`src/design/cod_pkg.sv`:
```
package cod_pkg;

   // Operations carried out by this decoder
   typedef enum logic [3:0] {
      COD_OP_NONE      = 4'h0,
      COD_OP_LOAD_ACC  = 4'h1,
      COD_OP_LOAD_IDX  = 4'h2,
      COD_OP_SHL       = 4'h3,
      COD_OP_NEGATE    = 4'h4,
      COD_OP_SUB_BRW   = 4'h5,
      COD_OP_SUB       = 4'h6,
      COD_OP_STORE_ACC = 4'h7,
      COD_OP_STORE_IDX = 4'h8,
      COD_OP_STOP      = 4'h9,
      COD_OP_WAIT      = 4'hA,
      COD_OP_ACC2IDX   = 4'hB,
      COD_OP_IDX2ACC   = 4'hC,
      COD_OP_TEST      = 4'hD,
      COD_OP_TRAP      = 4'hE,
      COD_OP_ILLEGAL   = 4'hF
   } cod_op_t;

   // Addressing modes
   typedef enum logic [2:0] {
      COD_MODE_IMPLIED  = 3'h0,
      COD_MODE_LITERAL  = 3'h1,
      COD_MODE_PAGEZERO = 3'h2,
      COD_MODE_FULL     = 3'h3,
      COD_MODE_WORDOFS  = 3'h4,
      COD_MODE_BYTEOFS  = 3'h5,
      COD_MODE_NOOFS    = 3'h6,
      COD_MODE_NONE     = 3'h7
   } cod_mode_t;

   // Operand selector for read-modify-write columns 3..7
   localparam logic [1:0] COD_SRC_MEM = 2'h0;
   localparam logic [1:0] COD_SRC_ACC = 2'h1;
   localparam logic [1:0] COD_SRC_IDX = 2'h2;

   // Upper opcode digit of each column
   localparam logic [3:0] COD_COL_RMW_DIR = 4'h3;
   localparam logic [3:0] COD_COL_RMW_ACC = 4'h4;
   localparam logic [3:0] COD_COL_RMW_IDX = 4'h5;
   localparam logic [3:0] COD_COL_RMW_IX1 = 4'h6;
   localparam logic [3:0] COD_COL_RMW_IX  = 4'h7;
   localparam logic [3:0] COD_COL_CTL_A   = 4'h8;
   localparam logic [3:0] COD_COL_CTL_B   = 4'h9;
   localparam logic [3:0] COD_COL_IMM     = 4'hA;
   localparam logic [3:0] COD_COL_DIR     = 4'hB;
   localparam logic [3:0] COD_COL_EXT     = 4'hC;
   localparam logic [3:0] COD_COL_IX2     = 4'hD;
   localparam logic [3:0] COD_COL_IX1     = 4'hE;
   localparam logic [3:0] COD_COL_IX      = 4'hF;

   // Lower opcode digit of each operation
   localparam logic [3:0] COD_LO_SUB      = 4'h0;
   localparam logic [3:0] COD_LO_SUB_BRW  = 4'h2;
   localparam logic [3:0] COD_LO_LOAD_ACC = 4'h6;
   localparam logic [3:0] COD_LO_STR_ACC  = 4'h7;
   localparam logic [3:0] COD_LO_LOAD_IDX = 4'hE;
   localparam logic [3:0] COD_LO_STR_IDX  = 4'hF;
   localparam logic [3:0] COD_LO_NEGATE   = 4'h0;
   localparam logic [3:0] COD_LO_SHL      = 4'h8;
   localparam logic [3:0] COD_LO_TEST     = 4'hD;
   localparam logic [3:0] COD_LO_TRAP     = 4'h3;
   localparam logic [3:0] COD_LO_STOP     = 4'hE;
   localparam logic [3:0] COD_LO_WAIT     = 4'hF;
   localparam logic [3:0] COD_LO_ACC2IDX  = 4'h7;
   localparam logic [3:0] COD_LO_IDX2ACC  = 4'hF;

   // Cycle counts
   localparam logic [3:0] COD_CYC_2  = 4'h2;
   localparam logic [3:0] COD_CYC_3  = 4'h3;
   localparam logic [3:0] COD_CYC_4  = 4'h4;
   localparam logic [3:0] COD_CYC_5  = 4'h5;
   localparam logic [3:0] COD_CYC_6  = 4'h6;
   localparam logic [3:0] COD_CYC_10 = 4'hA;

   // Flag register bit positions and reset value
   localparam int         COD_FLAG_C = 0;
   localparam int         COD_FLAG_Z = 1;
   localparam int         COD_FLAG_N = 2;
   localparam int         COD_FLAG_I = 3;
   localparam logic [7:0] COD_FLAGS_RST = 8'hE8;
   localparam logic [7:0] COD_ZERO_BYTE = 8'h00;

endpackage : cod_pkg

```
`src/design/cod_alu.sv`:
```
`timescale 1ns/10ps
// Byte arithmetic for the decoded operations; result and flags registered.
module cod_alu (
   // Clock and reset
   input  wire logic             clk,
   input  wire logic             rst,
   input  wire logic             ce,
   // Operation
   input  wire logic             go,
   input  wire cod_pkg::cod_op_t op,
   input  wire logic [7:0]       acc,
   input  wire logic [7:0]       idx,
   input  wire logic [7:0]       mem,
   input  wire logic [1:0]       src,
   input  wire logic             carry_in,
   // Result
   output logic      [7:0]       result,
   output logic                  flag_n,
   output logic                  flag_z,
   output logic                  flag_c
);
   logic [7:0] next_result;
   logic       next_n;
   logic       next_z;
   logic       next_c;
   logic [8:0] diff;
   logic [7:0] opnd;

   always_comb begin
      next_result = result;
      next_n      = flag_n;
      next_z      = flag_z;
      next_c      = flag_c;
      diff        = 9'h0_00;
      unique case (src)
         cod_pkg::COD_SRC_ACC: opnd = acc;
         cod_pkg::COD_SRC_IDX: opnd = idx;
         default:              opnd = mem;
      endcase
      if (go) begin
         unique case (op)
            cod_pkg::COD_OP_SUB,
            cod_pkg::COD_OP_SUB_BRW: begin
               diff = {1'b0, acc} - {1'b0, mem} -
                      {8'h00, carry_in & (op == cod_pkg::COD_OP_SUB_BRW)};
               next_result = diff[7:0];
               next_c      = diff[8];
            end
            cod_pkg::COD_OP_NEGATE: begin
               diff        = {1'b0, cod_pkg::COD_ZERO_BYTE} - {1'b0, opnd};
               next_result = diff[7:0];
               next_c      = (opnd != cod_pkg::COD_ZERO_BYTE);
            end
            cod_pkg::COD_OP_SHL: begin
               next_result = {opnd[6:0], 1'b0};
               next_c      = opnd[7];
            end
            cod_pkg::COD_OP_TEST:      next_result = opnd;
            cod_pkg::COD_OP_LOAD_ACC,
            cod_pkg::COD_OP_LOAD_IDX:  next_result = mem;
            cod_pkg::COD_OP_STORE_ACC: next_result = acc;
            cod_pkg::COD_OP_STORE_IDX: next_result = idx;
            default:                   next_result = result;
         endcase
         next_n = next_result[7];
         next_z = (next_result == cod_pkg::COD_ZERO_BYTE);
      end
   end

   always_ff @(posedge clk or posedge rst) begin
      if (rst) begin
         result <= 8'h00;
         flag_n <= 1'b0;
         flag_z <= 1'b0;
         flag_c <= 1'b0;
      end else if (ce) begin
         result <= next_result;
         flag_n <= next_n;
         flag_z <= next_z;
         flag_c <= next_c;
      end
   end
endmodule : cod_alu

```
`src/design/cod_decoder.sv`:
```
`timescale 1ns/10ps
// Operation
// - load_acc copies memory to accumulator, N Z; A6..F6, 2 3 4 5 4 3
// - load_index copies memory to index, N Z; AE..FE, same timing
// - left shift: bit7 to carry, zero in; 38..78, 5 3 3 6 5 cycles
// - negate: operand becomes 00 minus operand; 30..70, N Z C
// - subtract with borrow, page-zero B2, 3 cycles, N Z C
// - subtract memory from accumulator; A0..F0, 2 3 4 5 4 3, N Z C
// - store accumulator, N Z; B7..F7, 4 5 6 5 4 cycles
// - store index, N Z; BF..FF, 4 5 6 5 4 cycles
// - stop 8E, 2 cycles: clear mask, halt oscillator, enable pin
// - wait 8F, 2 cycles: stop CPU clock, clear mask only
// - copy accumulator to index, 97, 2 cycles, flags untouched
// - copy index to accumulator, 9F, 2 cycles, flags untouched
// - test compares operand with zero, sets N Z; 3D..7D, 4 3 3 5 4
// - trap 83, 10 cycles: push PCL PCH X A flags, set mask, vector
module cod_decoder (
   // Clock and reset
   input  wire logic       clk,
   input  wire logic       rst,
   input  wire logic       ce,
   // Instruction request
   input  wire logic       op_valid,
   input  wire logic [7:0] opcode,
   input  wire logic [7:0] mem_data,
   input  wire logic [7:0] acc_in,
   input  wire logic [7:0] idx_in,
   input  wire logic [7:0] flags_in,
   // Decode results
   output logic            busy,
   output logic            done,
   output logic            illegal,
   output logic [3:0]      op_class,
   output logic [2:0]      addr_mode,
   output logic [3:0]      cycles,
   // Data results
   output logic [7:0]      result,
   output logic            write_acc,
   output logic            write_idx,
   output logic            write_mem,
   output logic [7:0]      flags_out,
   // Control effects
   output logic            stop_osc,
   output logic            stop_cpu_clk,
   output logic            ext_irq_en,
   output logic            trap_start
);
   typedef enum logic [1:0] {
      COD_ST_IDLE = 2'b00,
      COD_ST_RUN  = 2'b01,
      COD_ST_DONE = 2'b10
   } cod_state_t;

   cod_pkg::cod_op_t   dec_op;
   cod_pkg::cod_mode_t dec_mode;
   logic [3:0]         dec_cyc;
   logic [1:0]         dec_src;
   logic [3:0]         hi;
   logic [3:0]         lo;

   cod_state_t         state;
   cod_state_t         next_state;
   cod_pkg::cod_op_t   cur_op;
   cod_pkg::cod_op_t   next_cur_op;
   logic [1:0]         cur_src;
   logic [1:0]         next_cur_src;
   logic [3:0]         count;
   logic [3:0]         next_count;
   logic [7:0]         next_flags_out;
   logic [7:0]         next_result;
   logic               next_busy;
   logic               next_done;
   logic               next_illegal;
   logic [3:0]         next_op_class;
   logic [2:0]         next_addr_mode;
   logic [3:0]         next_cycles;
   logic               next_write_acc;
   logic               next_write_idx;
   logic               next_write_mem;
   logic               next_stop_osc;
   logic               next_stop_clk;
   logic               next_irq_en;
   logic               next_trap;
   logic               alu_go;
   logic [7:0]         alu_res;
   logic               alu_n;
   logic               alu_z;
   logic               alu_c;
   logic               take;

   assign hi   = opcode[7:4];
   assign lo   = opcode[3:0];
   assign take = op_valid && (state == COD_ST_IDLE);

   // Column lookup for the memory modes; timing per column
   function automatic logic [3:0] mem_cyc(input logic [3:0] col,
                                          input logic       store);
      logic [3:0] c;
      c = cod_pkg::COD_CYC_2;
      unique case (col)
         cod_pkg::COD_COL_DIR: c = store ? cod_pkg::COD_CYC_4
                                         : cod_pkg::COD_CYC_3;
         cod_pkg::COD_COL_EXT: c = store ? cod_pkg::COD_CYC_5
                                         : cod_pkg::COD_CYC_4;
         cod_pkg::COD_COL_IX2: c = store ? cod_pkg::COD_CYC_6
                                         : cod_pkg::COD_CYC_5;
         cod_pkg::COD_COL_IX1: c = store ? cod_pkg::COD_CYC_5
                                         : cod_pkg::COD_CYC_4;
         cod_pkg::COD_COL_IX:  c = store ? cod_pkg::COD_CYC_4
                                         : cod_pkg::COD_CYC_3;
         default:              c = cod_pkg::COD_CYC_2;
      endcase
      return c;
   endfunction : mem_cyc

   always_comb begin
      dec_op   = cod_pkg::COD_OP_ILLEGAL;
      dec_mode = cod_pkg::COD_MODE_NONE;
      dec_cyc  = cod_pkg::COD_CYC_2;
      dec_src  = cod_pkg::COD_SRC_MEM;
      // Upper digit first picks the column and mode
      unique case (hi)
         cod_pkg::COD_COL_RMW_DIR: dec_mode = cod_pkg::COD_MODE_PAGEZERO;
         cod_pkg::COD_COL_RMW_ACC,
         cod_pkg::COD_COL_RMW_IDX,
         cod_pkg::COD_COL_CTL_A,
         cod_pkg::COD_COL_CTL_B:   dec_mode = cod_pkg::COD_MODE_IMPLIED;
         cod_pkg::COD_COL_RMW_IX1,
         cod_pkg::COD_COL_IX1:     dec_mode = cod_pkg::COD_MODE_BYTEOFS;
         cod_pkg::COD_COL_RMW_IX,
         cod_pkg::COD_COL_IX:      dec_mode = cod_pkg::COD_MODE_NOOFS;
         cod_pkg::COD_COL_IMM:     dec_mode = cod_pkg::COD_MODE_LITERAL;
         cod_pkg::COD_COL_DIR:     dec_mode = cod_pkg::COD_MODE_PAGEZERO;
         cod_pkg::COD_COL_EXT:     dec_mode = cod_pkg::COD_MODE_FULL;
         cod_pkg::COD_COL_IX2:     dec_mode = cod_pkg::COD_MODE_WORDOFS;
         default:                  dec_mode = cod_pkg::COD_MODE_NONE;
      endcase
      if (hi == cod_pkg::COD_COL_RMW_ACC)
         dec_src = cod_pkg::COD_SRC_ACC;
      if (hi == cod_pkg::COD_COL_RMW_IDX)
         dec_src = cod_pkg::COD_SRC_IDX;
      // Lower digit picks the operation inside the column
      if (hi >= cod_pkg::COD_COL_RMW_DIR && hi <= cod_pkg::COD_COL_RMW_IX) begin
         unique case (hi)
            cod_pkg::COD_COL_RMW_DIR,
            cod_pkg::COD_COL_RMW_IX:  dec_cyc = cod_pkg::COD_CYC_5;
            cod_pkg::COD_COL_RMW_IX1: dec_cyc = cod_pkg::COD_CYC_6;
            default:                  dec_cyc = cod_pkg::COD_CYC_3;
         endcase
         if (lo == cod_pkg::COD_LO_NEGATE)
            dec_op = cod_pkg::COD_OP_NEGATE;
         else if (lo == cod_pkg::COD_LO_SHL)
            dec_op = cod_pkg::COD_OP_SHL;
         else if (lo == cod_pkg::COD_LO_TEST) begin
            dec_op  = cod_pkg::COD_OP_TEST;
            dec_cyc = dec_cyc - 4'h1;
            if (dec_mode != cod_pkg::COD_MODE_IMPLIED)
               dec_cyc = dec_cyc - 4'h0;
            if (dec_mode == cod_pkg::COD_MODE_PAGEZERO ||
                dec_mode == cod_pkg::COD_MODE_NOOFS)
               dec_cyc = cod_pkg::COD_CYC_4;
            else if (dec_mode == cod_pkg::COD_MODE_BYTEOFS)
               dec_cyc = cod_pkg::COD_CYC_5;
            else
               dec_cyc = cod_pkg::COD_CYC_3;
         end
      end else if (hi == cod_pkg::COD_COL_CTL_A) begin
         dec_cyc = cod_pkg::COD_CYC_2;
         if (lo == cod_pkg::COD_LO_TRAP) begin
            dec_op  = cod_pkg::COD_OP_TRAP;
            dec_cyc = cod_pkg::COD_CYC_10;
         end else if (lo == cod_pkg::COD_LO_STOP)
            dec_op = cod_pkg::COD_OP_STOP;
         else if (lo == cod_pkg::COD_LO_WAIT)
            dec_op = cod_pkg::COD_OP_WAIT;
      end else if (hi == cod_pkg::COD_COL_CTL_B) begin
         dec_cyc = cod_pkg::COD_CYC_2;
         if (lo == cod_pkg::COD_LO_ACC2IDX)
            dec_op = cod_pkg::COD_OP_ACC2IDX;
         else if (lo == cod_pkg::COD_LO_IDX2ACC)
            dec_op = cod_pkg::COD_OP_IDX2ACC;
      end else if (hi >= cod_pkg::COD_COL_IMM) begin
         if (lo == cod_pkg::COD_LO_SUB)
            dec_op = cod_pkg::COD_OP_SUB;
         else if (lo == cod_pkg::COD_LO_LOAD_ACC)
            dec_op = cod_pkg::COD_OP_LOAD_ACC;
         else if (lo == cod_pkg::COD_LO_LOAD_IDX)
            dec_op = cod_pkg::COD_OP_LOAD_IDX;
         else if (lo == cod_pkg::COD_LO_SUB_BRW &&
                  hi == cod_pkg::COD_COL_DIR)
            dec_op = cod_pkg::COD_OP_SUB_BRW;
         // Stores have no literal form
         else if (lo == cod_pkg::COD_LO_STR_ACC && hi != cod_pkg::COD_COL_IMM)
            dec_op = cod_pkg::COD_OP_STORE_ACC;
         else if (lo == cod_pkg::COD_LO_STR_IDX && hi != cod_pkg::COD_COL_IMM)
            dec_op = cod_pkg::COD_OP_STORE_IDX;
         dec_cyc = mem_cyc(hi, dec_op == cod_pkg::COD_OP_STORE_ACC ||
                               dec_op == cod_pkg::COD_OP_STORE_IDX);
      end
      if (dec_op == cod_pkg::COD_OP_ILLEGAL)
         dec_mode = cod_pkg::COD_MODE_NONE;
   end

   // The ALU evaluates on the acceptance cycle; results land at done
   assign alu_go = take && dec_op != cod_pkg::COD_OP_ILLEGAL;

   cod_alu u_alu (
      .clk      (clk),
      .rst      (rst),
      .ce       (ce),
      .go       (alu_go),
      .op       (dec_op),
      .acc      (acc_in),
      .idx      (idx_in),
      .mem      (mem_data),
      .src      (dec_src),
      .carry_in (flags_in[cod_pkg::COD_FLAG_C]),
      .result   (alu_res),
      .flag_n   (alu_n),
      .flag_z   (alu_z),
      .flag_c   (alu_c)
   );

   always_comb begin
      next_state     = state;
      next_cur_op    = cur_op;
      next_cur_src   = cur_src;
      next_count     = count;
      next_busy      = busy;
      next_done      = 1'b0;
      next_illegal   = illegal;
      next_op_class  = op_class;
      next_addr_mode = addr_mode;
      next_cycles    = cycles;
      next_result    = result;
      next_flags_out = flags_out;
      next_write_acc = 1'b0;
      next_write_idx = 1'b0;
      next_write_mem = 1'b0;
      next_stop_osc  = 1'b0;
      next_stop_clk  = 1'b0;
      next_irq_en    = 1'b0;
      next_trap      = 1'b0;
      unique case (state)
         COD_ST_IDLE: begin
            if (op_valid) begin
               next_cur_op    = dec_op;
               next_cur_src   = dec_src;
               next_op_class  = dec_op;
               next_addr_mode = dec_mode;
               next_cycles    = dec_cyc;
               next_illegal   = (dec_op == cod_pkg::COD_OP_ILLEGAL);
               next_flags_out = flags_in;
               if (dec_op == cod_pkg::COD_OP_ILLEGAL) begin
                  // Illegal opcode: no state change, one-cycle done
                  next_done = 1'b1;
               end else begin
                  next_busy  = 1'b1;
                  next_count = dec_cyc - 4'h1;
                  next_state = COD_ST_RUN;
               end
            end
         end
         COD_ST_RUN: begin
            next_count = count - 4'h1;
            if (count == 4'h1) begin
               next_state = COD_ST_DONE;
            end
         end
         COD_ST_DONE: begin
            next_busy  = 1'b0;
            next_done  = 1'b1;
            next_state = COD_ST_IDLE;
            next_result = alu_res;
            unique case (cur_op)
               cod_pkg::COD_OP_ACC2IDX: begin
                  next_result    = acc_in;
                  next_write_idx = 1'b1;
               end
               cod_pkg::COD_OP_IDX2ACC: begin
                  next_result    = idx_in;
                  next_write_acc = 1'b1;
               end
               cod_pkg::COD_OP_STOP: begin
                  next_flags_out[cod_pkg::COD_FLAG_I] = 1'b0;
                  next_stop_osc = 1'b1;
                  next_irq_en   = 1'b1;
               end
               cod_pkg::COD_OP_WAIT: begin
                  next_flags_out[cod_pkg::COD_FLAG_I] = 1'b0;
                  next_stop_clk = 1'b1;
               end
               cod_pkg::COD_OP_TRAP: begin
                  next_flags_out[cod_pkg::COD_FLAG_I] = 1'b1;
                  next_trap = 1'b1;
               end
               default: begin
                  next_flags_out[cod_pkg::COD_FLAG_N] = alu_n;
                  next_flags_out[cod_pkg::COD_FLAG_Z] = alu_z;
                  if (cur_op == cod_pkg::COD_OP_SHL ||
                      cur_op == cod_pkg::COD_OP_NEGATE ||
                      cur_op == cod_pkg::COD_OP_SUB ||
                      cur_op == cod_pkg::COD_OP_SUB_BRW)
                     next_flags_out[cod_pkg::COD_FLAG_C] = alu_c;
                  next_write_acc = (cur_op == cod_pkg::COD_OP_LOAD_ACC) ||
                     (cur_op == cod_pkg::COD_OP_SUB) ||
                     (cur_op == cod_pkg::COD_OP_SUB_BRW) ||
                     ((cur_op == cod_pkg::COD_OP_SHL ||
                       cur_op == cod_pkg::COD_OP_NEGATE) &&
                      cur_src == cod_pkg::COD_SRC_ACC);
                  next_write_idx = (cur_op == cod_pkg::COD_OP_LOAD_IDX) ||
                     ((cur_op == cod_pkg::COD_OP_SHL ||
                       cur_op == cod_pkg::COD_OP_NEGATE) &&
                      cur_src == cod_pkg::COD_SRC_IDX);
                  next_write_mem = (cur_op == cod_pkg::COD_OP_STORE_ACC) ||
                     (cur_op == cod_pkg::COD_OP_STORE_IDX) ||
                     ((cur_op == cod_pkg::COD_OP_SHL ||
                       cur_op == cod_pkg::COD_OP_NEGATE) &&
                      cur_src == cod_pkg::COD_SRC_MEM);
               end
            endcase
         end
         default: next_state = COD_ST_IDLE;
      endcase
   end

   always_ff @(posedge clk or posedge rst) begin
      if (rst) begin
         state        <= COD_ST_IDLE;
         cur_op       <= cod_pkg::COD_OP_NONE;
         cur_src      <= cod_pkg::COD_SRC_MEM;
         count        <= 4'h0;
         busy         <= 1'b0;
         done         <= 1'b0;
         illegal      <= 1'b0;
         op_class     <= cod_pkg::COD_OP_NONE;
         addr_mode    <= cod_pkg::COD_MODE_NONE;
         cycles       <= 4'h0;
         result       <= 8'h00;
         flags_out    <= cod_pkg::COD_FLAGS_RST;
         write_acc    <= 1'b0;
         write_idx    <= 1'b0;
         write_mem    <= 1'b0;
         stop_osc     <= 1'b0;
         stop_cpu_clk <= 1'b0;
         ext_irq_en   <= 1'b0;
         trap_start   <= 1'b0;
      end else if (ce) begin
         state        <= next_state;
         cur_op       <= next_cur_op;
         cur_src      <= next_cur_src;
         count        <= next_count;
         busy         <= next_busy;
         done         <= next_done;
         illegal      <= next_illegal;
         op_class     <= next_op_class;
         addr_mode    <= next_addr_mode;
         cycles       <= next_cycles;
         result       <= next_result;
         flags_out    <= next_flags_out;
         write_acc    <= next_write_acc;
         write_idx    <= next_write_idx;
         write_mem    <= next_write_mem;
         stop_osc     <= next_stop_osc;
         stop_cpu_clk <= next_stop_clk;
         ext_irq_en   <= next_irq_en;
         trap_start   <= next_trap;
      end
   end
endmodule : cod_decoder

```
`config.mk`:
```
export PLATFORM = sky130hd
export DESIGN_NAME = cod_decoder
export DESIGN_NICKNAME = d
export VERILOG_FILES = /design/src/design/cod_pkg.sv /design/src/design/cod_alu.sv /design/src/design/cod_decoder.sv
export SDC_FILE = /design/constraint.sdc
export NUM_CORES = 1
export LEC_CHECK = 0
export BUFFER_PORTS_ARGS = -buffer_cell sky130_fd_sc_hd__buf_2
export CAP_MARGIN = 30
export CORE_UTILIZATION = 48
export DETAILED_ROUTE_END_ITERATION = 10
export GPL_TIMING_DRIVEN = 0
export PLACE_DENSITY = 0.71
export SETUP_SLACK_MARGIN = 0.1
export SYNTH_ARGS = -nofsm -noshare
export SYNTH_HDL_FRONTEND = slang
export SYNTH_SLANG_ARGS = --single-unit
```
`constraint.sdc`:
```
create_clock -name clk -period 6.04 [get_ports clk]
set_input_delay 0.302 -clock clk [delete_from_list [all_inputs] [get_ports clk]]
set_output_delay 0.302 -clock clk [all_outputs]
set_load 0.01 [all_outputs]
```
# Word-level counts from Yosys, hierarchy flattened
# Memories as Yosys holds them, arrays and structs flattened.
# Cells that the tools add are included.
[classes] n_reduce_logical=47 n_bitwise=1 n_eq_ne=63 add_sub_neg=5 order_cmp=3 muxes=75
[ops] operator="4-bit 2-to-1 mux" count=24
[ops] operator="4-bit == test, second input constant" count=21
[ops] operator="4-bit by 3-bit == test with 1-bit output, second input constant" count=15
[ops] operator="8-bit one-hot mux with 7 select lines" count=1
[ops] operator="3-bit 2-to-1 mux" count=12
[ops] operator="8-bit one-hot mux with 2 select lines" count=2
[ops] operator="4-bit by 2-bit == test with 1-bit output, second input constant" count=7
[ops] operator="4-bit AND reduction" count=5
[ops] operator="1-bit 2-to-1 mux" count=17
[ops] operator="4-bit one-hot mux with 2 select lines" count=2
[ops] operator="2-bit 2-to-1 mux" count=7
[ops] operator="4-bit by 1-bit == test with 1-bit output, second input constant" count=3
[ops] operator="2-bit OR reduction" count=6
[ops] operator="1-bit logical OR" count=11
[ops] operator="2-bit inequality test, second input constant" count=5
[ops] operator="1-bit one-hot mux with 2 select lines" count=5
[ops] operator="1-bit logical AND" count=9
[ops] operator="3-bit one-hot mux with 3 select lines" count=1
[ops] operator="8-bit by 8-bit subtractor with 9-bit output" count=1
[ops] operator="9-bit by 1-bit subtractor with 9-bit output" count=1
[ops] operator="8-bit zero test" count=1
[ops] operator="8-bit 2-to-1 mux" count=1
[ops] operator="4-bit inequality test, second input constant" count=2
[ops] operator="8-bit nonzero test" count=1
[ops] operator="other kinds (23)" count=34
[word_totals] wordCells=219 input_bits=44 output_inout_bits=37 memories=1 reg_bits=55 rom_bits=48
[mem_list] name="(name not given)" words=16 width=3 rd=1 rd_clocked_by_memory_dff=0 wr=0 line="cod_decoder.sv:122" text="unique case (hi)"

# Logic depth before layout (Yosys ltp)
[logic_depth] word_depth=24 ltp_mapped=21 depth_no_buf=19

# By module
# Synthesis repeated with hierarchy kept, for this count alone.
[hier_totals] hier_cells=575 area_unflattened_um2=4694.5
[by_module_without_submodules] mod="cod_decoder" cells_each=353 area_each_um2=2935.3 instances=1
[by_module_without_submodules] mod="cod_alu" cells_each=222 area_each_um2=1759.2 instances=1

# Worst setup path after synthesis
# No wires, ideal clock.
[synth_path] kind="input to register" from="input opcode[4]" to="register u_alu.flag_z" arrival_ps=4136 setup_time_ps=92 path_buffers=2 path_slack_ps=1812 cell_stages=20 path_cell_list="inv_1 -> ha_1 -> buf_2 -> and4b_4 -> a211oi_1 -> o221ai_1 -> nand2_1 -> clkbuf_1 -> nand4_1 -> fa_1 -> fa_1 -> nand2b_1 -> a21oi_1 -> o21ai_0 -> o21a_1 -> a22oi_1 -> nor3_1 -> nor4_1 -> o2111ai_1 -> o31ai_2"
[synth_via] elab_chain_len=22
[synth_lines] element="from (decl)" line="cod_decoder.sv:24" text="input wire logic [7:0] opcode,"
[synth_lines] element="4-bit inequality test" line="cod_decoder.sv:193, cod_decoder.sv:195"
[synth_lines] element="1-bit logical AND" line="cod_decoder.sv:195" text="else if (lo == cod_pkg::COD_LO_STR_IDX && hi != cod_pkg::COD_COL_IMM)"
[synth_lines] element="3-bit 2-to-1 mux" line="cod_decoder.sv:195"
[synth_lines] element="4-bit 2-to-1 mux" line="cod_decoder.sv:193" text="else if (lo == cod_pkg::COD_LO_STR_ACC && hi != cod_pkg::COD_COL_IMM)"
[synth_lines] element="4-bit 2-to-1 mux" line="cod_decoder.sv:189" text="else if (lo == cod_pkg::COD_LO_SUB_BRW &&"
[synth_lines] element="4-bit 2-to-1 mux" line="cod_decoder.sv:187" text="else if (lo == cod_pkg::COD_LO_LOAD_IDX)"
[synth_lines] element="4-bit 2-to-1 mux" line="cod_decoder.sv:185" text="else if (lo == cod_pkg::COD_LO_LOAD_ACC)"
[synth_lines] element="4-bit 2-to-1 mux" line="cod_decoder.sv:183" text="if (lo == cod_pkg::COD_LO_SUB)"
[synth_lines] element="[... 6 more ...]"
[synth_lines] element="4-bit 2-to-1 mux" line="cod_decoder.sv:167" text="end else if (hi == cod_pkg::COD_COL_CTL_A) begin"
[synth_lines] element="4-bit 2-to-1 mux" line="cod_decoder.sv:143" text="if (hi >= cod_pkg::COD_COL_RMW_DIR && hi <= cod_pkg::COD_COL_RMW_IX) begin"
[synth_lines] element="4-bit by 3-bit == test with 1-bit output" line="cod_alu.sv:41, cod_alu.sv:45"
[synth_lines] element="1-bit bitwise AND" line="cod_alu.sv:45" text="{8'h00, carry_in & (op == cod_pkg::COD_OP_SUB_BRW)};"
[synth_lines] element="9-bit by 1-bit subtractor with 9-bit output" line="cod_alu.sv:44" text="diff = {1'b0, acc} - {1'b0, mem} -"
[synth_lines] element="8-bit one-hot mux with 7 select lines" line="cod_alu.sv:41" text="unique case (op)"
[synth_lines] element="8-bit 2-to-1 mux" line="cod_alu.sv:40" text="if (go) begin"
[synth_lines] element="8-bit zero test" line="cod_alu.sv:66" text="next_z = (next_result == cod_pkg::COD_ZERO_BYTE);"
[synth_lines] element="to (signal assigned)" line="cod_alu.sv:79" text="flag_z <= next_z;"
[synth_lines] element="to (decl)" line="cod_alu.sv:19" text="output logic flag_z,"
# Parallel ways exist; a longest one is shown, timed or not. The select of a mux whose other input is x is not followed.
# A chain may end at the register's enable or synchronous reset.

# Worst setup path after layout
# Same ends and word-level chain as after synthesis.

==> results.md <==
- Status: finished, final reports clean
- DR WL/cell: around 18 um
- DRC Markers: 0
- Headroom to the max-slew limit: 48.61%
- # resized after CTS: 0
- Final WS setup: just over 0.8 ns
- # fillers: around 950
- Clock Tree Root: clkbuf_8
- Peak VDD IR: 0.1943 mV
- Synthesized Nets: 693
- Core Box Area: around 9900 um2
- Syn Std Cell Area: ~5000 um2
- Share of the synthesized area in the top cell type: a little under a quarter
- Largest area contributor in the netlist: dfrtp_1
- Post-CTS setup buffers: 0
- Site Rows: 36
- Final hold violation count: 0
- Post-cts hold buffer count: 1
- All-layer global routing usage: about 30%
- Grt ovf: 0
- Number of enable flip-flop cells after synthesis: 0
- Internal power: 974.2 uW
- GR peak layer: met2
- Ys Warns: 0
- Power share of the combinational group: roughly 50%
- Pre-CTS WS: 0.6006 ns
- Reg2reg end: u_alu.flag_z$_DFFE_PP0P_
- Cell Pwr Density: approximately 300 nW/um2
- Arrival time at the worst endpoint: about 5.4 ns
- WL final: 15420 um
- FF-to-FF Start: state[0]$_DFFE_PP0P_
- Worst Setup Path Type: in2reg
- Largest net degree at the start of global routing: 46
- Initial DRC count: about 350
- Max-Cap Viols: 0
- Clock slew at reported path FFs: about 0.09 ns
- Initial core utilization: 49.99%
- Setup TNS: 0 ns
- Worst Hold Class: in2reg
- Mapped Cells: roughly 630
- CP Cell Sequence: buf_2, inv_1, ha_1, buf_2, and4b_4, a211oi_1, o221ai_1, nand2_1, clkbuf_1, nand4_1, fa_1, fa_1, nand2b_1, a21oi_1, o21ai_0, o21a_1, a22oi_1, nor3_1, nor4_1, o2111ai_1, o31ai_2
- Antenna diode count: 0
- Final GP Congestion: 0.9908
- Die X: around 100 um
- Clk sinks: between 50 and 60
- Setup violations, final: 0
- Sequential power share: between 30% and 40%
- CP delay by family, top: compound AO/OA/AOI/OAI gates
- Final period util: between 80% and 90%
- Clock period minus worst slack: ~5.2 ns
- Clk buf depth: 2
- Sw frac: a little over two fifths
- Initial antenna violation count: 0
- Switch Pwr: approximately 720 uW
- Leak: 0.002516 uW
- R2R setup slack: approximately 3.5 ns
- Die Height: around 100 um
- Critical Path Sink Type: flip-flop
- 1st-pass router iterations: 6
- Met2 Use GR: between 40% and 50%
- Worst-path fanout max: 10
- Synth area leaders: dfrtp_1 24%, ha_1 5.6%, nand2_1 5.4%
- Sequential share of the synthesized area: 27.46%
- Via count: between 5000 and 6000
- Critical path startpoint category: input pin
- RSZ-0062 raised after global routing: no
- Met1 GRT Util: 40.65%
- Hold path cells: 3
- Register Area: between 1000 and 1500 um2
- Via/cell ratio: between 6 and 7
- Grt met3 use: around 3.7%
- Hold_sp: flags_in[5]
- Slowest cell on crit path: nor4_1
- Buffers on Ports: just under 80
- Mean Syn Cell Area: between 7 and 8 um2
- Worst Path Required: between 6 and 7 ns
- Number of synthesized register bits: between 50 and 60
- H-tree levels: 2
- Clk pwr share: between 10% and 20%
- Die footprint: approximately 11000 um2
- CTS tree: yes
- Final ANT Viol Nets: 0
- WHS Endpoint: flags_out[5]$_DFFE_PP1P_
- R2R depth: 8
- CTS Buf Count: 5
- Synth-to-layout area growth: 14.30%
- Multi-input logic area: 3236 um2
- Layout cells sized above 1: about a fifth
- Vias in the first global route: between 4000 and 5000
- Fmax: roughly 190 MHz
- Clock Latency Late Sink: ~0.32 ns
- Post-synth ARST share: 100.0%
- Total Nets Final: a little under 800
- Worst Max-Slew Pin Slew: between 0.7 and 0.8 ns
- Hpwl dp: between 10000 and 15000 um
- Post-synth top flop: dfrtp_1
- Worst Path Buf+Inv: 4
- I/O pins: 81
- Yosys cell types: slightly above 90
- First-pass GRT wire length: 25340 um
- Slew Viols, Final: 0
- Critical Path Max Stage Delay: approximately 0.47 ns
- Clk_skew: 0.009336 ns
==> power by group through the flow <==
| stage | sequential (uW) | clock [uW] | combinational (uW) |
|---|---|---|---|
| 2_1_floorplan | 642 | 0 | 533 |
| 3_3_place_gp | 608 | 0 | 816 |
| 3_5_place_dp | 613 | 0 | 843 |
| 4_1_cts | 607 | 243 | 847 |
| 5_1_grt | 628 | 258 | 955 |
| 6_report | 607 | 237 | 852 |
==> routing by layer <==
layer	vias up	part of all wire [%]	wire, um
met4	0	2.2	345
met1	2456	44	6830
met5	-	0	0
li1	2463	-	-
met3	23	7.2	1103
met2	227	46	7141
==> how the worst max path moves through the flow <==
stage | slack [ns] | cells after the start | end | startpoint
2_1_floorplan | 1.81 | 20 | u_alu.flag_z$_DFFE_PP0P_ | opcode[4]
3_3_place_gp | 0.76 | 21 | u_alu.flag_z$_DFFE_PP0P_ | opcode[4]
3_5_place_dp | 0.60 | 21 | u_alu.flag_z$_DFFE_PP0P_ | opcode[4]
4_1_cts | 0.94 | 21 | u_alu.flag_z$_DFFE_PP0P_ | opcode[4]
5_1_grt | 0.59 | 21 | u_alu.flag_z$_DFFE_PP0P_ | opcode[4]
6_report | 0.83 | 21 | u_alu.flag_z$_DFFE_PP0P_ | opcode[4]
==> metrics by stage <==
step,power [uW],cell area (um2),instances,utilization (%),hold slack (ns)
finish,1696,5662,848,57.13,0.1729
global route,1842,5662,848,57.13,0.1761
CTS,1697,5662,848,57.13,0.1661
detailed placement,1456,5543,839,55.93,0.2394
global placement,1424,5510,836,55.61,0.4485
floorplan,1176,4954,625,-,0.3850
==> state kept, by name, summed over array words and instances (netlist names) <==
register,cells
cur_op,4
write_idx,1
stop_cpu_clk,1
result,8
cycles,4
trap_start,1
u_alu.flag_n,1
count,4
illegal,1
u_alu.flag_c,1
flags_out,8
state,2
addr_mode,3
u_alu.result,7
busy,1
done,1
write_mem,1
cur_src,2
u_alu.flag_z,1
write_acc,1
ext_irq_en,1
==> synthesized netlist by cell type (7+ instances only) <==
library cell / number
a211oi_1: 7
a21oi_1: 47
a22o_1: 9
a31oi_1: 9
buf_2: 13
clkbuf_1: 19
dfrtp_1: 47
dfstp_2: 7
ha_1: 22
inv_1: 41
nand2_1: 71
nand2b_1: 12
nand3_1: 14
nor2_1: 52
nor2b_1: 12
nor3_1: 17
o21ai_0: 50
o21ai_1: 7
o22a_1: 10
o31ai_1: 8
xnor2_1: 8
==> logic make-up (layout without fill, tap and decap cells) <==
kind of cell | Yosys count | count (layout) | share of synthesized area [%]
adders and majority gates | 24 | 24 | 6.365
muxes | 9 | 9 | 1.894
AOI/OAI and AO/OA | 210 | 210 | 29.43
and+or+nand+nor | 234 | 234 | 25.18
DFF | 54 | 54 | 27.46
buffers and inverters | 81 | 171 | 7.224
xor gates and xnor gates | 13 | 13 | 2.450
==> layout by cell type (no fill, tap or decap), types with 4 or more instances in the layout <==
cell,instances
or2_2,4
nor2b_1,12
dfrtp_1,47
inv_1,40
clkbuf_1,19
a31oi_1,9
a21oi_1,47
o22ai_1,6
clkbuf_8,5
nand2_1,71
o31ai_1,8
nor2_1,52
o21ai_0,50
a211oi_1,7
and3_1,4
o22a_1,10
o221ai_1,4
a22o_1,9
buf_4,5
nand3_1,14
nor3_1,17
o21ai_1,7
mux2i_1,6
o32ai_1,5
xnor2_1,8
xor2_1,4
nand2b_1,12
buf_2,92
nand3b_1,4
dfstp_2,7
nor3b_1,5
ha_1,22
==> worst min-delay path, delay by kind of cell <==
family                 cells  cell delay [ns]
AND/OR/NAND/NOR            2             0.08
buffers and inverters      1             0.09
==> area by class of cell <==
cell class,instances,share of cell area (%)
tap,133,2.939
timing repair buffer,82,7.646
sequential,54,24.02
buffer,40,3.602
multi-input combinational,490,57.15
inverter,41,2.718
clock buffer,5,1.215
clock inverter,3,0.7072
Power figures use the tool's default switching activity.
